$ cat config.mk
export PLATFORM = sky130hd
export DESIGN_NAME = ppg_top
export DESIGN_NICKNAME = d
export VERILOG_FILES = /design/src/hdl/ppg_top.v /design/src/hdl/ppg_hs.v
export VERILOG_INCLUDE_DIRS = /design/src /design/src/common
export SDC_FILE = /design/constraint.sdc
export NUM_CORES = 1
export LEC_CHECK = 0
export BUFFER_PORTS_ARGS = -buffer_cell sky130_fd_sc_hd__buf_2
export CAP_MARGIN = 20
export CORE_ASPECT_RATIO = 0.5
export CORE_UTILIZATION = 49
export DETAILED_ROUTE_END_ITERATION = 10
export HOLD_SLACK_MARGIN = 0.12
export PLACE_DENSITY_LB_ADDON = 0.08
export REMOVE_ABC_BUFFERS = 1
export SLEW_MARGIN = 20
export SYNTH_ARGS = -nofsm -noshare
export SYNTH_HDL_FRONTEND = slang
export SYNTH_SLANG_ARGS = --single-unit
$ cat constraint.sdc
create_clock -name ref_clk -period 1.6 [get_ports ref_clk]
set_input_delay 0.16 -clock ref_clk [delete_from_list [all_inputs] [get_ports ref_clk]]
set_output_delay 0.16 -clock ref_clk [all_outputs]
set_load 0.01 [all_outputs]
$ cat src/common/ppg_defs.vh
// Purpose: constants of the grouped parallel port block
// Assumes: byte wide register port, one clock
// Notes:   definitions only
`ifndef PPG_DEFS_VH
`define PPG_DEFS_VH

// ------------------------------------------------------------
// Register addresses
// ------------------------------------------------------------
`define PPG_ADDR_STATUS 8'he2
`define PPG_ADDR_ROUTE  8'he3
`define PPG_ADDR_P1     8'he4
`define PPG_ADDR_P2     8'he5
`define PPG_ADDR_P3     8'he6
`define PPG_ADDR_CFG    8'he7

// ------------------------------------------------------------
// Group configuration word fields
// ------------------------------------------------------------
`define PPG_CFG_LOAD    7
`define PPG_CFG_P1_BIDI 6
`define PPG_CFG_P1_STRB 5
`define PPG_CFG_P1_DIR  4
`define PPG_CFG_P3_SEL  3
`define PPG_CFG_P2_STRB 2
`define PPG_CFG_P2_DIR  1

// Plain mode, every port an input
`define PPG_CFG_RESET   8'h9b

// Interrupt route register fields
`define PPG_ROUTE_P1    0
`define PPG_ROUTE_P2    1

// Port one modes after decode
`define PPG_P1_PLAIN    2'h0
`define PPG_P1_STROBED  2'h1
`define PPG_P1_BIDIR    2'h2

`endif

$ cat src/hdl/ppg_top.v
// Purpose: group one parallel block, ports one, two and three
// Assumes: register port and pins synchronous to ref_clk
// Notes:   pin outputs are registered, one cycle behind state
//
// Overview of operation
// - Decode E4, E5 data, E7 configuration.
// - Bits 6,5 port one mode; 4 direction.
// - Bit 2 port two mode; 1 direction.
// - Port one lines are inverted always.
// - Strobed input: bit3 irq, bit4 strobe, bit5 full.
// - Strobed input: bit6 always input; 7 unused.
// - Strobed output: bit3 irq, bit6 ack, bit7 full.
// - Strobed output: bit4 input or bit5 output.
// - Bidirectional: bits 3-7 handshake; 0,1 or 2 general.
// - Bidirectional drives outward while acknowledge low.
// - Port two input: bit0 irq, bit1 full, bit2 strobe.
// - Port two output: bit0 irq, bit1 full, bit2 ack.
// - Port three never splits four and four.
// - Routed requests drive shared active-low line.
`include "ppg_defs.vh"

module ppg_top (
	input  wire       ref_clk,
	input  wire       srst,
	input  wire [7:0] reg_addr,
	input  wire [7:0] reg_wdata,
	input  wire       reg_wr,
	input  wire       reg_rd,
	output reg  [7:0] reg_rdata,
	input  wire [7:0] p1_in,
	output reg  [7:0] p1_out,
	output reg        p1_oe,
	input  wire [7:0] p2_in,
	output reg  [7:0] p2_out,
	output reg        p2_oe,
	input  wire [7:0] p3_in,
	output reg  [7:0] p3_out,
	output reg  [7:0] p3_oe,
	output reg        shared_irq_line_n
);

	// ------------------------------------------------------------
	// Decode helpers
	// ------------------------------------------------------------

	// Address match qualified by a strobe
	function hit;
		input [7:0] addr;
		input [7:0] want;
		input       stb;
		begin
			hit = stb & (addr == want);
		end
	endfunction

	// Port one mode from the configuration word
	function [1:0] p1_mode;
		input [7:0] cfg;
		begin
			if (cfg[`PPG_CFG_P1_BIDI])
				p1_mode = `PPG_P1_BIDIR;
			else if (cfg[`PPG_CFG_P1_STRB])
				p1_mode = `PPG_P1_STROBED;
			else
				p1_mode = `PPG_P1_PLAIN;
		end
	endfunction

	// ------------------------------------------------------------
	// State
	// ------------------------------------------------------------
	reg  [7:0] cfg;          // Group configuration word
	reg  [1:0] route;        // Interrupt routing enables
	reg  [7:0] p1_latch;     // Port one output latch, true sense
	reg  [7:0] p2_latch;     // Port two output latch
	reg  [7:0] p3_latch;     // Port three output latch
	reg  [7:0] next_p1_out;
	reg        next_p1_oe;
	reg  [7:0] next_p2_out;
	reg        next_p2_oe;
	reg  [7:0] next_p3_out;
	reg  [7:0] next_p3_oe;
	reg  [7:0] next_rdata;
	wire [1:0] m1;           // Decoded port one mode
	wire       p2_strb;      // Port two in strobed mode
	wire       p1_in_dir;    // Port one input in plain/strobed
	wire       p2_in_dir;    // Port two input direction
	wire       cfg_wr;
	wire       p1_wr;
	wire       p1_rd;
	wire       p2_wr;
	wire       p2_rd;
	wire       p3_wr;
	wire [7:0] p1_pins;      // Port one lines in true sense
	wire [7:0] h1_data;
	wire       h1_ibf;
	wire       h1_obf;
	wire       h1_irq;
	wire [7:0] h2_data;
	wire       h2_ibf;
	wire       h2_obf;
	wire       h2_irq;

	assign m1        = p1_mode(cfg);
	// Host must keep port two plain in bidirectional mode; the
	// strobed port two is gated off there so a slip is harmless
	assign p2_strb   = cfg[`PPG_CFG_P2_STRB] &
	                   (m1 != `PPG_P1_BIDIR);
	assign p1_in_dir = cfg[`PPG_CFG_P1_DIR];
	assign p2_in_dir = cfg[`PPG_CFG_P2_DIR];
	assign cfg_wr    = hit(reg_addr, `PPG_ADDR_CFG, reg_wr) &
	                   reg_wdata[`PPG_CFG_LOAD];
	assign p1_wr     = hit(reg_addr, `PPG_ADDR_P1, reg_wr);
	assign p1_rd     = hit(reg_addr, `PPG_ADDR_P1, reg_rd);
	assign p2_wr     = hit(reg_addr, `PPG_ADDR_P2, reg_wr);
	assign p2_rd     = hit(reg_addr, `PPG_ADDR_P2, reg_rd);
	assign p3_wr     = hit(reg_addr, `PPG_ADDR_P3, reg_wr);
	assign p1_pins   = ~p1_in;

	// ------------------------------------------------------------
	// Handshake channels
	// ------------------------------------------------------------

	// Port one: strobe on bit 4, acknowledge on bit 6
	ppg_hs u_hs1 (
		.ref_clk          (ref_clk),
		.srst             (srst),
		.clr              (cfg_wr),
		.in_en            ((m1 == `PPG_P1_STROBED & p1_in_dir) |
		                   (m1 == `PPG_P1_BIDIR)),
		.out_en           ((m1 == `PPG_P1_STROBED & ~p1_in_dir) |
		                   (m1 == `PPG_P1_BIDIR)),
		.load_strobe_n    (p3_in[4]),
		.ack_n            (p3_in[6]),
		.pin_data         (p1_pins),
		.host_rd          (p1_rd),
		.host_wr          (p1_wr),
		.rx_data          (h1_data),
		.input_buffer_full(h1_ibf),
		.obf              (h1_obf),
		.irq              (h1_irq)
	);

	// Port two: strobe and acknowledge share bit 2
	ppg_hs u_hs2 (
		.ref_clk          (ref_clk),
		.srst             (srst),
		.clr              (cfg_wr),
		.in_en            (p2_strb & p2_in_dir),
		.out_en           (p2_strb & ~p2_in_dir),
		.load_strobe_n    (p3_in[2]),
		.ack_n            (p3_in[2]),
		.pin_data         (p2_in),
		.host_rd          (p2_rd),
		.host_wr          (p2_wr),
		.rx_data          (h2_data),
		.input_buffer_full(h2_ibf),
		.obf              (h2_obf),
		.irq              (h2_irq)
	);

	// ------------------------------------------------------------
	// Register writes
	// ------------------------------------------------------------

	// Configuration only loads with its top bit set; a new mode
	// also clears both channels' flags and the latches
	always @(posedge ref_clk) begin
		if (srst) begin
			cfg      <= `PPG_CFG_RESET;
			route    <= 2'h0;
			p1_latch <= 8'h00;
			p2_latch <= 8'h00;
			p3_latch <= 8'h00;
		end else begin
			if (cfg_wr) begin
				cfg      <= reg_wdata;
				p1_latch <= 8'h00;
				p2_latch <= 8'h00;
				p3_latch <= 8'h00;
			end else begin
				if (p1_wr)
					p1_latch <= reg_wdata;
				if (p2_wr)
					p2_latch <= reg_wdata;
				if (p3_wr)
					p3_latch <= reg_wdata;
			end
			if (hit(reg_addr, `PPG_ADDR_ROUTE, reg_wr))
				route <= reg_wdata[1:0];
		end
	end

	// ------------------------------------------------------------
	// Port one and two pin drive
	// ------------------------------------------------------------
	always @* begin
		// Port one lines carry the inverse of the latch
		next_p1_out = ~p1_latch;
		case (m1)
			`PPG_P1_PLAIN,
			`PPG_P1_STROBED: begin
				next_p1_oe = ~p1_in_dir;
			end
			`PPG_P1_BIDIR: begin
				// Acknowledge low turns the drivers outward
				next_p1_oe = ~p3_in[6];
			end
			default: begin
				next_p1_oe = 1'b0;
			end
		endcase
		next_p2_out = p2_latch;
		next_p2_oe  = ~p2_in_dir;
	end

	// ------------------------------------------------------------
	// Port three pin drive
	// ------------------------------------------------------------

	// Unused or input bits stay undriven; general outputs come
	// from the port three latch
	always @* begin
		next_p3_out = 8'h00;
		next_p3_oe  = 8'h00;
		if (m1 == `PPG_P1_PLAIN & ~p2_strb) begin
			// Whole port one way: bit 3 picks the direction, so a
			// four-and-four split cannot be set up
			next_p3_out = p3_latch;
			next_p3_oe  = {8{~cfg[`PPG_CFG_P3_SEL]}};
		end else begin
			// Lower three bits
			if (p2_strb) begin
				next_p3_out[0] = h2_irq;
				next_p3_oe[0]  = 1'b1;
				next_p3_oe[1]  = 1'b1;
				if (p2_in_dir)
					next_p3_out[1] = h2_ibf;
				else
					next_p3_out[1] = ~h2_obf;
			end else if (~cfg[`PPG_CFG_P3_SEL]) begin
				// Bits 0,1 general outputs, bit 2 unused
				next_p3_out[1:0] = p3_latch[1:0];
				next_p3_oe[1:0]  = 2'h3;
			end
			// Upper five bits
			case (m1)
				`PPG_P1_STROBED: begin
					next_p3_out[3] = h1_irq;
					next_p3_oe[3]  = 1'b1;
					if (p1_in_dir) begin
						// Bit 6 input only, bit 7 idle
						next_p3_out[5] = h1_ibf;
						next_p3_oe[5]  = 1'b1;
					end else begin
						next_p3_out[7] = ~h1_obf;
						next_p3_oe[7]  = 1'b1;
						// Bit 5 out only when bit 4 not in use
						if (~cfg[`PPG_CFG_P3_SEL]) begin
							next_p3_out[5] = p3_latch[5];
							next_p3_oe[5]  = 1'b1;
						end
					end
				end
				`PPG_P1_BIDIR: begin
					next_p3_out[3] = h1_irq;
					next_p3_out[5] = h1_ibf;
					next_p3_out[7] = ~h1_obf;
					next_p3_oe     = next_p3_oe | 8'ha8;
				end
				default: begin
					// Port one plain: upper bits general, one way
					next_p3_out[7:3] = p3_latch[7:3];
					next_p3_oe[7:3]  = {5{~cfg[`PPG_CFG_P3_SEL]}};
				end
			endcase
		end
	end

	// ------------------------------------------------------------
	// Read mux
	// ------------------------------------------------------------

	// Strobed inputs return the captured byte, plain inputs the
	// live lines, outputs their latch; unmapped reads give zero
	always @* begin
		next_rdata = 8'h00;
		case (reg_addr)
			`PPG_ADDR_P1: begin
				if (m1 == `PPG_P1_PLAIN)
					next_rdata = p1_in_dir ? p1_pins : p1_latch;
				else if (m1 == `PPG_P1_BIDIR | p1_in_dir)
					next_rdata = h1_data;
				else
					next_rdata = p1_latch;
			end
			`PPG_ADDR_P2: begin
				if (~p2_in_dir)
					next_rdata = p2_latch;
				else if (p2_strb)
					next_rdata = h2_data;
				else
					next_rdata = p2_in;
			end
			`PPG_ADDR_P3: begin
				// Input bits 6 and 4 and 2 show here when freed
				next_rdata = (p3_oe & p3_out) | (~p3_oe & p3_in);
			end
			`PPG_ADDR_STATUS: begin
				next_rdata = {2'h0, h2_irq, h2_obf, h2_ibf,
				              h1_irq, h1_obf, h1_ibf};
			end
			`PPG_ADDR_ROUTE: begin
				next_rdata = {6'h00, route};
			end
			default: begin
				next_rdata = 8'h00;
			end
		endcase
	end

	// ------------------------------------------------------------
	// Output registers
	// ------------------------------------------------------------

	// Every pin comes from a flop, so pins lag state by one cycle;
	// reset holds all lines undriven and the shared line high
	always @(posedge ref_clk) begin
		if (srst) begin
			reg_rdata         <= 8'h00;
			p1_out            <= 8'hff;
			p1_oe             <= 1'b0;
			p2_out            <= 8'h00;
			p2_oe             <= 1'b0;
			p3_out            <= 8'h00;
			p3_oe             <= 8'h00;
			shared_irq_line_n <= 1'b1;
		end else begin
			reg_rdata <= reg_rd ? next_rdata : 8'h00;
			p1_out    <= next_p1_out;
			p1_oe     <= next_p1_oe;
			p2_out    <= next_p2_out;
			p2_oe     <= next_p2_oe;
			p3_out    <= next_p3_out;
			p3_oe     <= next_p3_oe;
			// Routed, active-low; plain modes never request
			shared_irq_line_n <= ~((h1_irq & route[`PPG_ROUTE_P1] &
			                        (m1 != `PPG_P1_PLAIN)) |
			                       (h2_irq & route[`PPG_ROUTE_P2] &
			                        p2_strb));
		end
	end

endmodule

$ cat src/hdl/ppg_hs.v
// Purpose: strobe / acknowledge handshake for one strobed port
// Assumes: all pins synchronous to ref_clk
// Notes:   input and output halves may run together

module ppg_hs (
	input  wire       ref_clk,
	input  wire       srst,
	input  wire       clr,
	input  wire       in_en,
	input  wire       out_en,
	input  wire       load_strobe_n,
	input  wire       ack_n,
	input  wire [7:0] pin_data,
	input  wire       host_rd,
	input  wire       host_wr,
	output reg  [7:0] rx_data,
	output reg        input_buffer_full,
	output reg        obf,
	output wire       irq
);

	reg  prev_stb;   // Strobe level one cycle back
	reg  prev_ack;   // Acknowledge level one cycle back
	reg  in_irq;     // Request from the receive half
	reg  out_irq;    // Request from the send half
	wire stb_fall;
	wire stb_rise;
	wire ack_fall;
	wire ack_rise;

	assign stb_fall = in_en & prev_stb & ~load_strobe_n;
	assign stb_rise = in_en & ~prev_stb & load_strobe_n;
	assign ack_fall = out_en & prev_ack & ~ack_n;
	assign ack_rise = out_en & ~prev_ack & ack_n;
	assign irq      = in_irq | out_irq;

	// ------------------------------------------------------------
	// Edge history
	// ------------------------------------------------------------
	always @(posedge ref_clk) begin
		if (srst) begin
			prev_stb <= 1'b1;
			prev_ack <= 1'b1;
		end else begin
			prev_stb <= load_strobe_n;
			prev_ack <= ack_n;
		end
	end

	// ------------------------------------------------------------
	// Flags; an arriving edge beats the host access that clears
	// ------------------------------------------------------------
	always @(posedge ref_clk) begin
		if (srst | clr) begin
			rx_data           <= 8'h00;
			input_buffer_full <= 1'b0;
			obf               <= 1'b0;
			in_irq            <= 1'b0;
			out_irq           <= 1'b0;
		end else begin
			// Falling strobe captures the lines
			if (stb_fall)
				rx_data <= pin_data;
			if (stb_fall)
				input_buffer_full <= 1'b1;
			else if (host_rd)
				input_buffer_full <= 1'b0;
			// Request once the strobe ends with data held
			if (stb_rise & input_buffer_full)
				in_irq <= 1'b1;
			else if (host_rd)
				in_irq <= 1'b0;
			// Host write fills the send buffer
			if (host_wr & out_en)
				obf <= 1'b1;
			else if (ack_fall)
				obf <= 1'b0;
			// Request once the peripheral has taken the byte
			if (ack_rise & ~obf)
				out_irq <= 1'b1;
			else if (host_wr)
				out_irq <= 1'b0;
		end
	end

endmodule

==> flow_metrics.tcl, run 1 <==
set metrics [dict create \
    synthTopCellsByArea "dfxtp_1 (49%), mux2i_1 (13%), nor2_1 (5.9%)" \
    period_share_pct 92.15 \
    io_buffers 86 \
    place.gp.congestion 0.9251 \
    vias_per_cell 5.285 \
    grt_pass1_wl_um 17950 \
    synthCells 427 \
    fin_nets 599 \
    row_count 23 \
    slowest_stage "dfxtp_2" \
    slew_viol_final 0 \
    die-height_um 66.78 \
    hold_ws_ps 127.8 \
    io_pins 87 \
    die-area_sq_mm 0.008786 \
    arrival_ps 1710 \
    netlist_area_sq_mm 0.004113 \
    cts_made_buffers 9 \
    worst_slack_ps 125.6 \
    antennaDiodeCount 0 \
    leakage_nw 2.458 \
    start_util_pct 51.04 \
    worstHoldStart "reg_wdata[3]" \
    grt_max_degree 21 \
    dpl_cell_area_sq_mm 0.004861 \
    fillers 695 \
    critical-path-top-delay-family "buffers and inverters" \
    worstReg2RegEnd "u_hs2.rx_data[3]" \
    cts.path.max_buffers 2 \
    drive_above_1_share_pct 29.70 \
    dpl.hpwl_um 8357 \
    worstSkewPairLatency_ps 340 \
    place_ws_ps -19.87 \
    worstSetupPathType "reg2reg" \
    drt-initial-drc-count 318 \
    grt_pass1_vias 3288 \
    syn2layout_area_growth_pct 31.27 \
    synthFlopType "dfxtp_1" \
    synth.distinct_cells 47 \
    postLayoutCellArea_sq_mm 0.005399 \
    grt_antenna_before_repair 0 \
    via_count 3546 \
    powerDensity_mw_per_mm2 943.6 \
    critical-path-max-stage-delay_ps 360 \
    crit_fanout 13 \
    clkTransAtPathRegs_ps 70 \
    wl_um 11210 \
    firstDrtPassIters 7 \
    peakVddDrop_uv 600.9 \
    post-route-util_pct 67.00 \
    yosysTopAreaCell "dfxtp_1" \
    cp-start-kind "flip-flop" \
    period_needed_ps 1474 \
    h-tree-depth 3 \
    tightestPinTransition_ps 374.5 \
    synth_area_per_cell_sq_um 9.632 \
    gr-total-overflow 0 \
    cts_tree "built" \
    core-area_sq_mm 0.008058 \
    synth-edff-count 0 \
    grt.total_usage_pct 27.39 \
    end_kind "flip-flop" \
    cap_violations 0 \
    drc_errors 0 \
    hold_viol_final 0 \
    fmaxAchievable_mhz 678.3 \
    rsz0062_at_grt "false" \
    worst_hold_path_type "in2reg" \
    die_x_um 131.6 \
    holdPathStages 3 \
    final_common_cell "dfxtp_1" \
    numClockSinks 100 \
    ant_nets 0 \
    routedWlPerCell_um 16.71 \
    ctsRootBufferMaster "clkbuf_16" \
    cp_num_buf_inv 2 \
    r2r_cells 6 \
    seq_area_frac_synth_pct 48.68 \
    finalSetupViolCount 0 \
    skew_ps 8.268 \
    worstPathRequired_ps 1830 \
    mostFrequentLayoutCells "dfxtp_1 (98), buf_2 (86), nor2_1 (65), mux2i_1 (51), buf_4 (37)" \
    max-slew-margin-rel_pct 74.69 \
    ys_async_sr_fraction_pct 0 \
    ys_ff_latch 100 \
    yosys_warnings 0 \
    worstHoldEndpoint "cfg[3]" \
    synth_top_area_share_pct 48.68 \
    r2r_slack_ps 130 \
    crit_path_cell_trace "nand2b_1, buf_12, nor4_4, buf_4, mux2i_1, nor2_1" \
    rr_startpoint "cfg[6]" \
    status "complete, no violations" \
]
[synth_stat cells (all sizes together), types with 8 or more instances]
master / n
a211o: 8
a211oi: 12
a21oi: 24
buf: 16
clkbuf: 14
dfxtp: 100
mux2i: 52
nand2: 24
nand3: 10
nor2: 75
nor2b: 12
o21ai: 12
[routing by layer]
metal	up-vias	routed length [um]	global-route usage, %
met1	1685	5695	39.14
met2	111	4703	40.81
met5	-	0	0
met4	0	82	6.541
met3	7	728	7.078
li1	1743	-	-
[stage by stage]
stage                     TNS [ps]  std cells  power (mW)
after CTS                        0        670       5.125
after global placement           0        635       2.813
after detailed placement    -32.72        635       2.812
after global routing             0        671       5.258
final                            0        671       5.094
after floorplan             -17290        397       2.642
[flip-flops by register name, indices dropped and copies added, names as in the netlist, 2 cells and up]
name,cells
p3_latch,8
reg_rdata,8
u_hs1.rx_data,8
p3_oe,6
route,2
cfg,6
p3_out,8
u_hs2.rx_data,8
p1_latch,8
next_p2_out,8
p1_out,8
p2_out,8
[worst min-delay path: cells and delay by family]
| kind | cells | cell delay [ps] |
|---|---|---|
| mux | 1 | 80 |
| simple gates | 1 | 50 |
| buf+inv | 1 | 140 |
[power by group]
group	internal (mW)	switching, mW
clock	1.36	0.932
sequential	2.49	0.00256
combinational	0.140	0.162
total	4.00	1.10
[worst max-delay path by stage]
| stage | start | endpoint | slack, ps | cells past startpoint |
|---|---|---|---|---|
| after global placement | reg_addr[3] | reg_rdata[7] | 0.2 | 5 |
| after detailed placement | reg_addr[3] | reg_rdata[7] | -20 | 5 |
| after CTS | cfg[6] | u_hs2.rx_data[5] | 40 | 6 |
| final | cfg[6] | u_hs2.rx_data[3] | 130 | 6 |
| after floorplan | cfg[6] | u_hs2.rx_data[0] | -1160 | 4 |
| after global routing | cfg[4] | reg_rdata[6] | 30 | 6 |
[logic make-up (layout without fill, tap and decap cells)]
family | after synthesis | after routing | share of synthesized area [%]
compound gates | 79 | 79 | 12.93
flops | 100 | 100 | 48.68
buf+inv | 36 | 168 | 4.898
mux | 52 | 52 | 12.66
simple gates | 160 | 160 | 20.84
[final cells by class]
| class | count | area (sq um) | share of cell area, % |
|---|---|---|---|
| Tap cell | 112 | 140.1 | 2.596 |
| Clock inverter | 6 | 90.09 | 1.669 |
| Multi-Input combinational cell | 291 | 1928 | 35.71 |
| Clock buffer | 9 | 225.2 | 4.171 |
| Timing Repair Buffer | 147 | 988.4 | 18.31 |
| Sequential cell | 100 | 2004 | 37.13 |
| Inverter | 6 | 22.52 | 0.4171 |
[timing repair]
| item | in CTS | in global routing |
|---|---|---|
| gates resized for setup | 0 | 4 |
| hold endpoints to repair | 22 | 0 |
| setup endpoints to repair | 0 | 10 |
| hold buffers | 20 | 0 |
| buffers inserted | 0 | 1 |
(Power assumes the default switching activity.)
==> inputs of run 2 (changes only) <==
==> constraint.sdc (replaced) <==
create_clock -name ref_clk -period 1.7 [get_ports ref_clk]
set_input_delay 0.17 -clock ref_clk [delete_from_list [all_inputs] [get_ports ref_clk]]
set_output_delay 0.17 -clock ref_clk [all_outputs]
set_load 0.01 [all_outputs]
==> run 2 against run 1 <==
Net effect: via count shrank 0.85%; sequential share of layout area rose by 1.0 points; wire length shrank 1.5%; largest power group unchanged; critical endpoint is now reg_rdata[1]; worst setup slack improved by 34 ps; clock power down 2%; worst hold slack got worse by 1.7 ps.
==> flow_metrics.tcl, run 2 (synthesized netlist as in run 1, its figures left out) <==
set metrics [dict create \
    status "complete, no violations" \
    powerDensity_mw_per_mm2 926.5 \
    switchingPower_mw 1.021 \
    met1_usage_pct 38.39 \
    holdPathStages 3 \
    hold_viol_final 0 \
    die_x_um 131.6 \
    die-height_um 66.78 \
    worst_hold_path_type "in2reg" \
    tightestPinTransition_ps 502.5 \
    ctsRootBufferMaster "clkbuf_16" \
    p_clk_share_pct 46.3 \
    period_share_pct 90.58 \
    use_met3_pct 5.632 \
    slew_viol_final 0 \
    wl_um 11040 \
    post-cts-setup-buffers 0 \
    register_area_sq_mm 0.002003 \
    arrival_ps 1800 \
    r2r_cells 5 \
    grt_pass1_wl_um 17150 \
    worstPathRequired_ps 1960 \
    die-area_sq_mm 0.008786 \
    p_comb_share_pct 5.4 \
    switching_share_pct 20.97 \
    worstSetupPathType "reg2reg" \
    leakage_nw 2.383 \
    h-tree-depth 3 \
    dp_cells 623 \
    routedWlPerCell_um 16.86 \
    row_count 23 \
    drc_errors 0 \
    cts_made_buffers 9 \
    met2_usage_pct 39.35 \
    fillers 710 \
    rsz0062_at_grt "false" \
    cts.path.max_buffers 2 \
    antennaDiodeCount 0 \
    io_pins 87 \
    period_needed_ps 1540 \
    final_common_cell "dfxtp_1" \
    numClockSinks 100 \
    core-area_sq_mm 0.008058 \
    start_util_pct 51.04 \
    crit_fanout 9 \
    cts_tree "built" \
    grt.total_usage_pct 26.27 \
    skew_ps 4.712 \
    io_buffers 86 \
    place.gp.congestion 0.8426 \
    ant_nets 0 \
    cap_violations 0 \
    grt_busiest_layer "met2" \
    gr-total-overflow 0 \
    internal_power_mw 3.847 \
    dpl.hpwl_um 8126 \
    max-slew-margin-rel_pct 66.15 \
    fin_nets 582 \
    firstDrtPassIters 4 \
    multi_input_area_sq_mm 0.001916 \
    syn2layout_area_growth_pct 27.75 \
    worstSkewPairLatency_ps 340 \
    drive_above_1_share_pct 27.81 \
    vias_per_cell 5.368 \
    via_count 3516 \
    end_kind "flip-flop" \
    power_frac_seq_pct 48.3 \
    finalSetupViolCount 0 \
    drt-initial-drc-count 314 \
    grt_max_degree 27 \
    mostFrequentLayoutCells "dfxtp_1 (99), buf_2 (86), nor2_1 (65), mux2i_1 (52), buf_4 (25)" \
    post-route-util_pct 65.20 \
    fmaxAchievable_mhz 649.4 \
    grt_antenna_before_repair 0 \
    grt_pass1_vias 3164 \
    clkTransAtPathRegs_ps 70 \
    cp-start-kind "flip-flop" \
    stdcell_count 655 \
    peakVddDrop_uv 594.2 \
]
-- run 2: final cells by class --
type,instances,share of cell area [%]
Clock buffer,12,4.882
Multi-Input combinational cell,291,36.46
Clock inverter,4,1.477
Inverter,6,0.4287
Sequential cell,100,38.13
Tap cell,112,2.667
Timing Repair Buffer,130,15.96
-- run 2: layer usage --
metal  wire length [um]  vias up
met5                  0        -
met4                 63        0
met3                765        8
met2               4569      123
met1               5644     1662
li1                   -     1723
-- run 2: per-stage QoR --
stage | instance area, sq um | total power, mW | setup slack (ps) | TNS (ps) | hold WS, ps
3_3_place_gp | 4758 | 2.637 | 47.05 | 0 | 372.0
2_1_floorplan | 3934 | 2.487 | -1062 | -12220 | 236.7
5_1_grt | 5254 | 5.019 | 20.65 | 0 | 144.9
6_report | 5254 | 4.867 | 160.1 | 0 | 126.2
4_1_cts | 5253 | 4.901 | 101.4 | 0 | 123.0
3_5_place_dp | 4758 | 2.636 | 20.88 | 0 | 376.5
-- run 2: repair_timing --
action,in CTS,in global routing
gates resized for setup,0,1
hold endpoints to repair,16,0
endpoints found under the setup margin,0,8
hold buffers,16,0
-- run 2: worst paths after layout --
path / endpoint / slack, ps / start
hold / removal: u_hs2.rx_data[1] / 130 / p2_in[1]
setup reg to reg: reg_rdata[1] / 160 / cfg[4]
hold reg to reg: p1_out[7] / 410 / p1_latch[7]
setup / recovery: reg_rdata[1] / 160 / cfg[4]
-- run 2: power groups by stage --
stage,Sequential [mW],Combinational [mW],Clock [mW]
2_1_floorplan,2.40,0.0831,0
3_5_place_dp,2.40,0.233,0
5_1_grt,2.35,0.284,2.39
6_report,2.35,0.264,2.25
3_3_place_gp,2.40,0.234,0
4_1_cts,2.35,0.262,2.29
-- run 2: worst max-delay path, stage by stage (launching register included) --
cell and delay [ps]:
dfxtp_1 530, buf_4 220, nor3_1 50, a31o_2 220
o32ai_1 290, o2bb2ai_1 160
==> inputs of run 3 (changes only) <==
==> constraint.sdc (replaced) <==
create_clock -name ref_clk -period 1.45 [get_ports ref_clk]
set_input_delay 0.145 -clock ref_clk [delete_from_list [all_inputs] [get_ports ref_clk]]
set_output_delay 0.145 -clock ref_clk [all_outputs]
set_load 0.01 [all_outputs]
==> run 3 against run 2 <==
Net effect: the run now ends with DRC left; clock skew grew 0.68 ps; combinational power increased by 30%; sequential power rose by 17%; power increased by 9.0%; design area rose by 5.0%; critical path depth unchanged; critical endpoint is now reg_rdata[0].
==> flow_metrics.tcl, run 3 (synthesized netlist as in run 1, its figures left out) <==
set metrics [dict create \
    grt_pass1_wl_um 17600 \
    critical-path-max-stage-delay_ps 340 \
    core-area_sq_mm 0.008058 \
    r2r_cells 5 \
    slowest_stage "dfxtp_2" \
    drt-initial-drc-count 251 \
    via_count 3600 \
    wl_um 11270 \
    worstPathRequired_ps 1670 \
    period_share_pct 95.87 \
    dpl.hpwl_um 8589 \
    slew_viol_final 0 \
    drc_errors 4 \
    power_mw 5.305 \
    end_kind "flip-flop" \
    max-slew-margin-rel_pct 71.86 \
    arrival_ps 1610 \
    antennaDiodeCount 0 \
    rsz0062_at_grt "false" \
    ctsRootBufferMaster "clkbuf_16" \
    firstDrtPassIters 7 \
    grt.total_usage_pct 27.00 \
    start_util_pct 51.04 \
    grt_antenna_before_repair 0 \
    worstSetupPathType "reg2reg" \
    fmaxAchievable_mhz 719.4 \
    gr-total-overflow 0 \
    status "finished with violations" \
    io_buffers 86 \
    period_needed_ps 1390 \
    place.gp.congestion 0.8529 \
    holdPathStages 3 \
    hold_viol_final 0 \
    vias_per_cell 5.233 \
    setup_tns_ps 0 \
    tightestPinTransition_ps 416.4 \
    die-height_um 66.78 \
    crit_fanout 4 \
    ant_nets 0 \
    skew_ps 5.391 \
    peakVddDrop_uv 661.1 \
    worst_hold_path_type "in2reg" \
    dp_cells 650 \
    routedWlPerCell_um 16.38 \
    grt_pass1_vias 3295 \
    cts_tree "built" \
    grt_max_degree 21 \
    finalSetupViolCount 0 \
    fin_nets 615 \
    violations "DRC" \
    powerDensity_mw_per_mm2 961.4 \
    mostFrequentLayoutCells "dfxtp_1 (96), buf_2 (86), nor2_1 (65), mux2i_1 (50), buf_4 (50)" \
    cp-start-kind "flip-flop" \
    die_x_um 131.6 \
    clkTransAtPathRegs_ps 70 \
    syn2layout_area_growth_pct 34.16 \
    cap_violations 0 \
    cts_made_buffers 9 \
    h-tree-depth 3 \
    io_pins 87 \
    cts.path.max_buffers 2 \
    row_count 23 \
    crit_path_cell_trace "nand2b_2, buf_4, a211oi_4, o32ai_1, o2bb2ai_1" \
    drive_above_1_share_pct 32.64 \
    die-area_sq_mm 0.008786 \
    leakage_nw 2.510 \
    post-cts-setup-buffers 0 \
    worstSkewPairLatency_ps 340 \
    stdcell_count 688 \
    numClockSinks 100 \
    final_common_cell "dfxtp_1" \
]
[run 3: layer usage]
layer / share of wire, % / vias up / routed length (um) / track usage, %
met3: 6.4 / 9 / 717 / 5.251
li1: - / 1780 / - / -
met4: 0.86 / 0 / 97 / 7.267
met1: 51 / 1685 / 5763 / 39.13
met2: 42 / 126 / 4692 / 40.61
met5: 0 / - / 0 / 0
[run 3: what timing repair did]
action                                  4_1_cts  5_1_grt
pin swaps                                     0        1
hold buffers                                 22        0
endpoints found under the hold margin        27        0
endpoints found under the setup margin        5       14
gates resized for setup                       4       15
cloned                                        0        0
[run 3: worst paths after layout]
check                       to          from  slack (ps)
hold / removal          cfg[1]  reg_wdata[1]         130
setup reg to reg  reg_rdata[0]        cfg[6]          60
setup / recovery  reg_rdata[0]        cfg[6]          60
hold reg to reg      p1_out[7]   p1_latch[7]         410
[run 3: report_power, final]
part | switching, mW | leakage (nW) | internal, mW
combinational | 0.180 | 1.58 | 0.165
clock | 0.999 | 0.129 | 1.21
sequential | 0.00300 | 0.807 | 2.75
total | 1.18 | 2.51 | 4.12
[run 3: metrics by stage]
| step | utilization (%) | setup slack [ps] | cell area (sq um) | hold WS (ps) |
|---|---|---|---|---|
| after global routing | 68.48 | 2.488 | 5518 | 126.3 |
| after CTS | 67.73 | -14.36 | 5458 | 121.6 |
| after global placement | 61.41 | -96.17 | 4949 | 346.3 |
| final | 68.48 | 59.87 | 5518 | 126.3 |
| after detailed placement | 61.41 | -152.3 | 4949 | 348.7 |
| after floorplan | - | -1312 | 3934 | 211.7 |
[run 3: area by class of cell]
cell class | count | area [sq um]
clock buffer | 12 | 246.5
clock inverter | 4 | 25.02
fill | 676 | 2540
inverter | 6 | 22.52
multi-input combinational | 291 | 1977
sequential | 100 | 2007
tap | 112 | 140.1
timing repair buffer | 163 | 1100
[run 3: critical path, delay by kind of cell (launching register included)]
family	cells	cell delay (ps)
compound gates	3	530
flops	1	340
simple gates	1	220
buf+inv	1	180
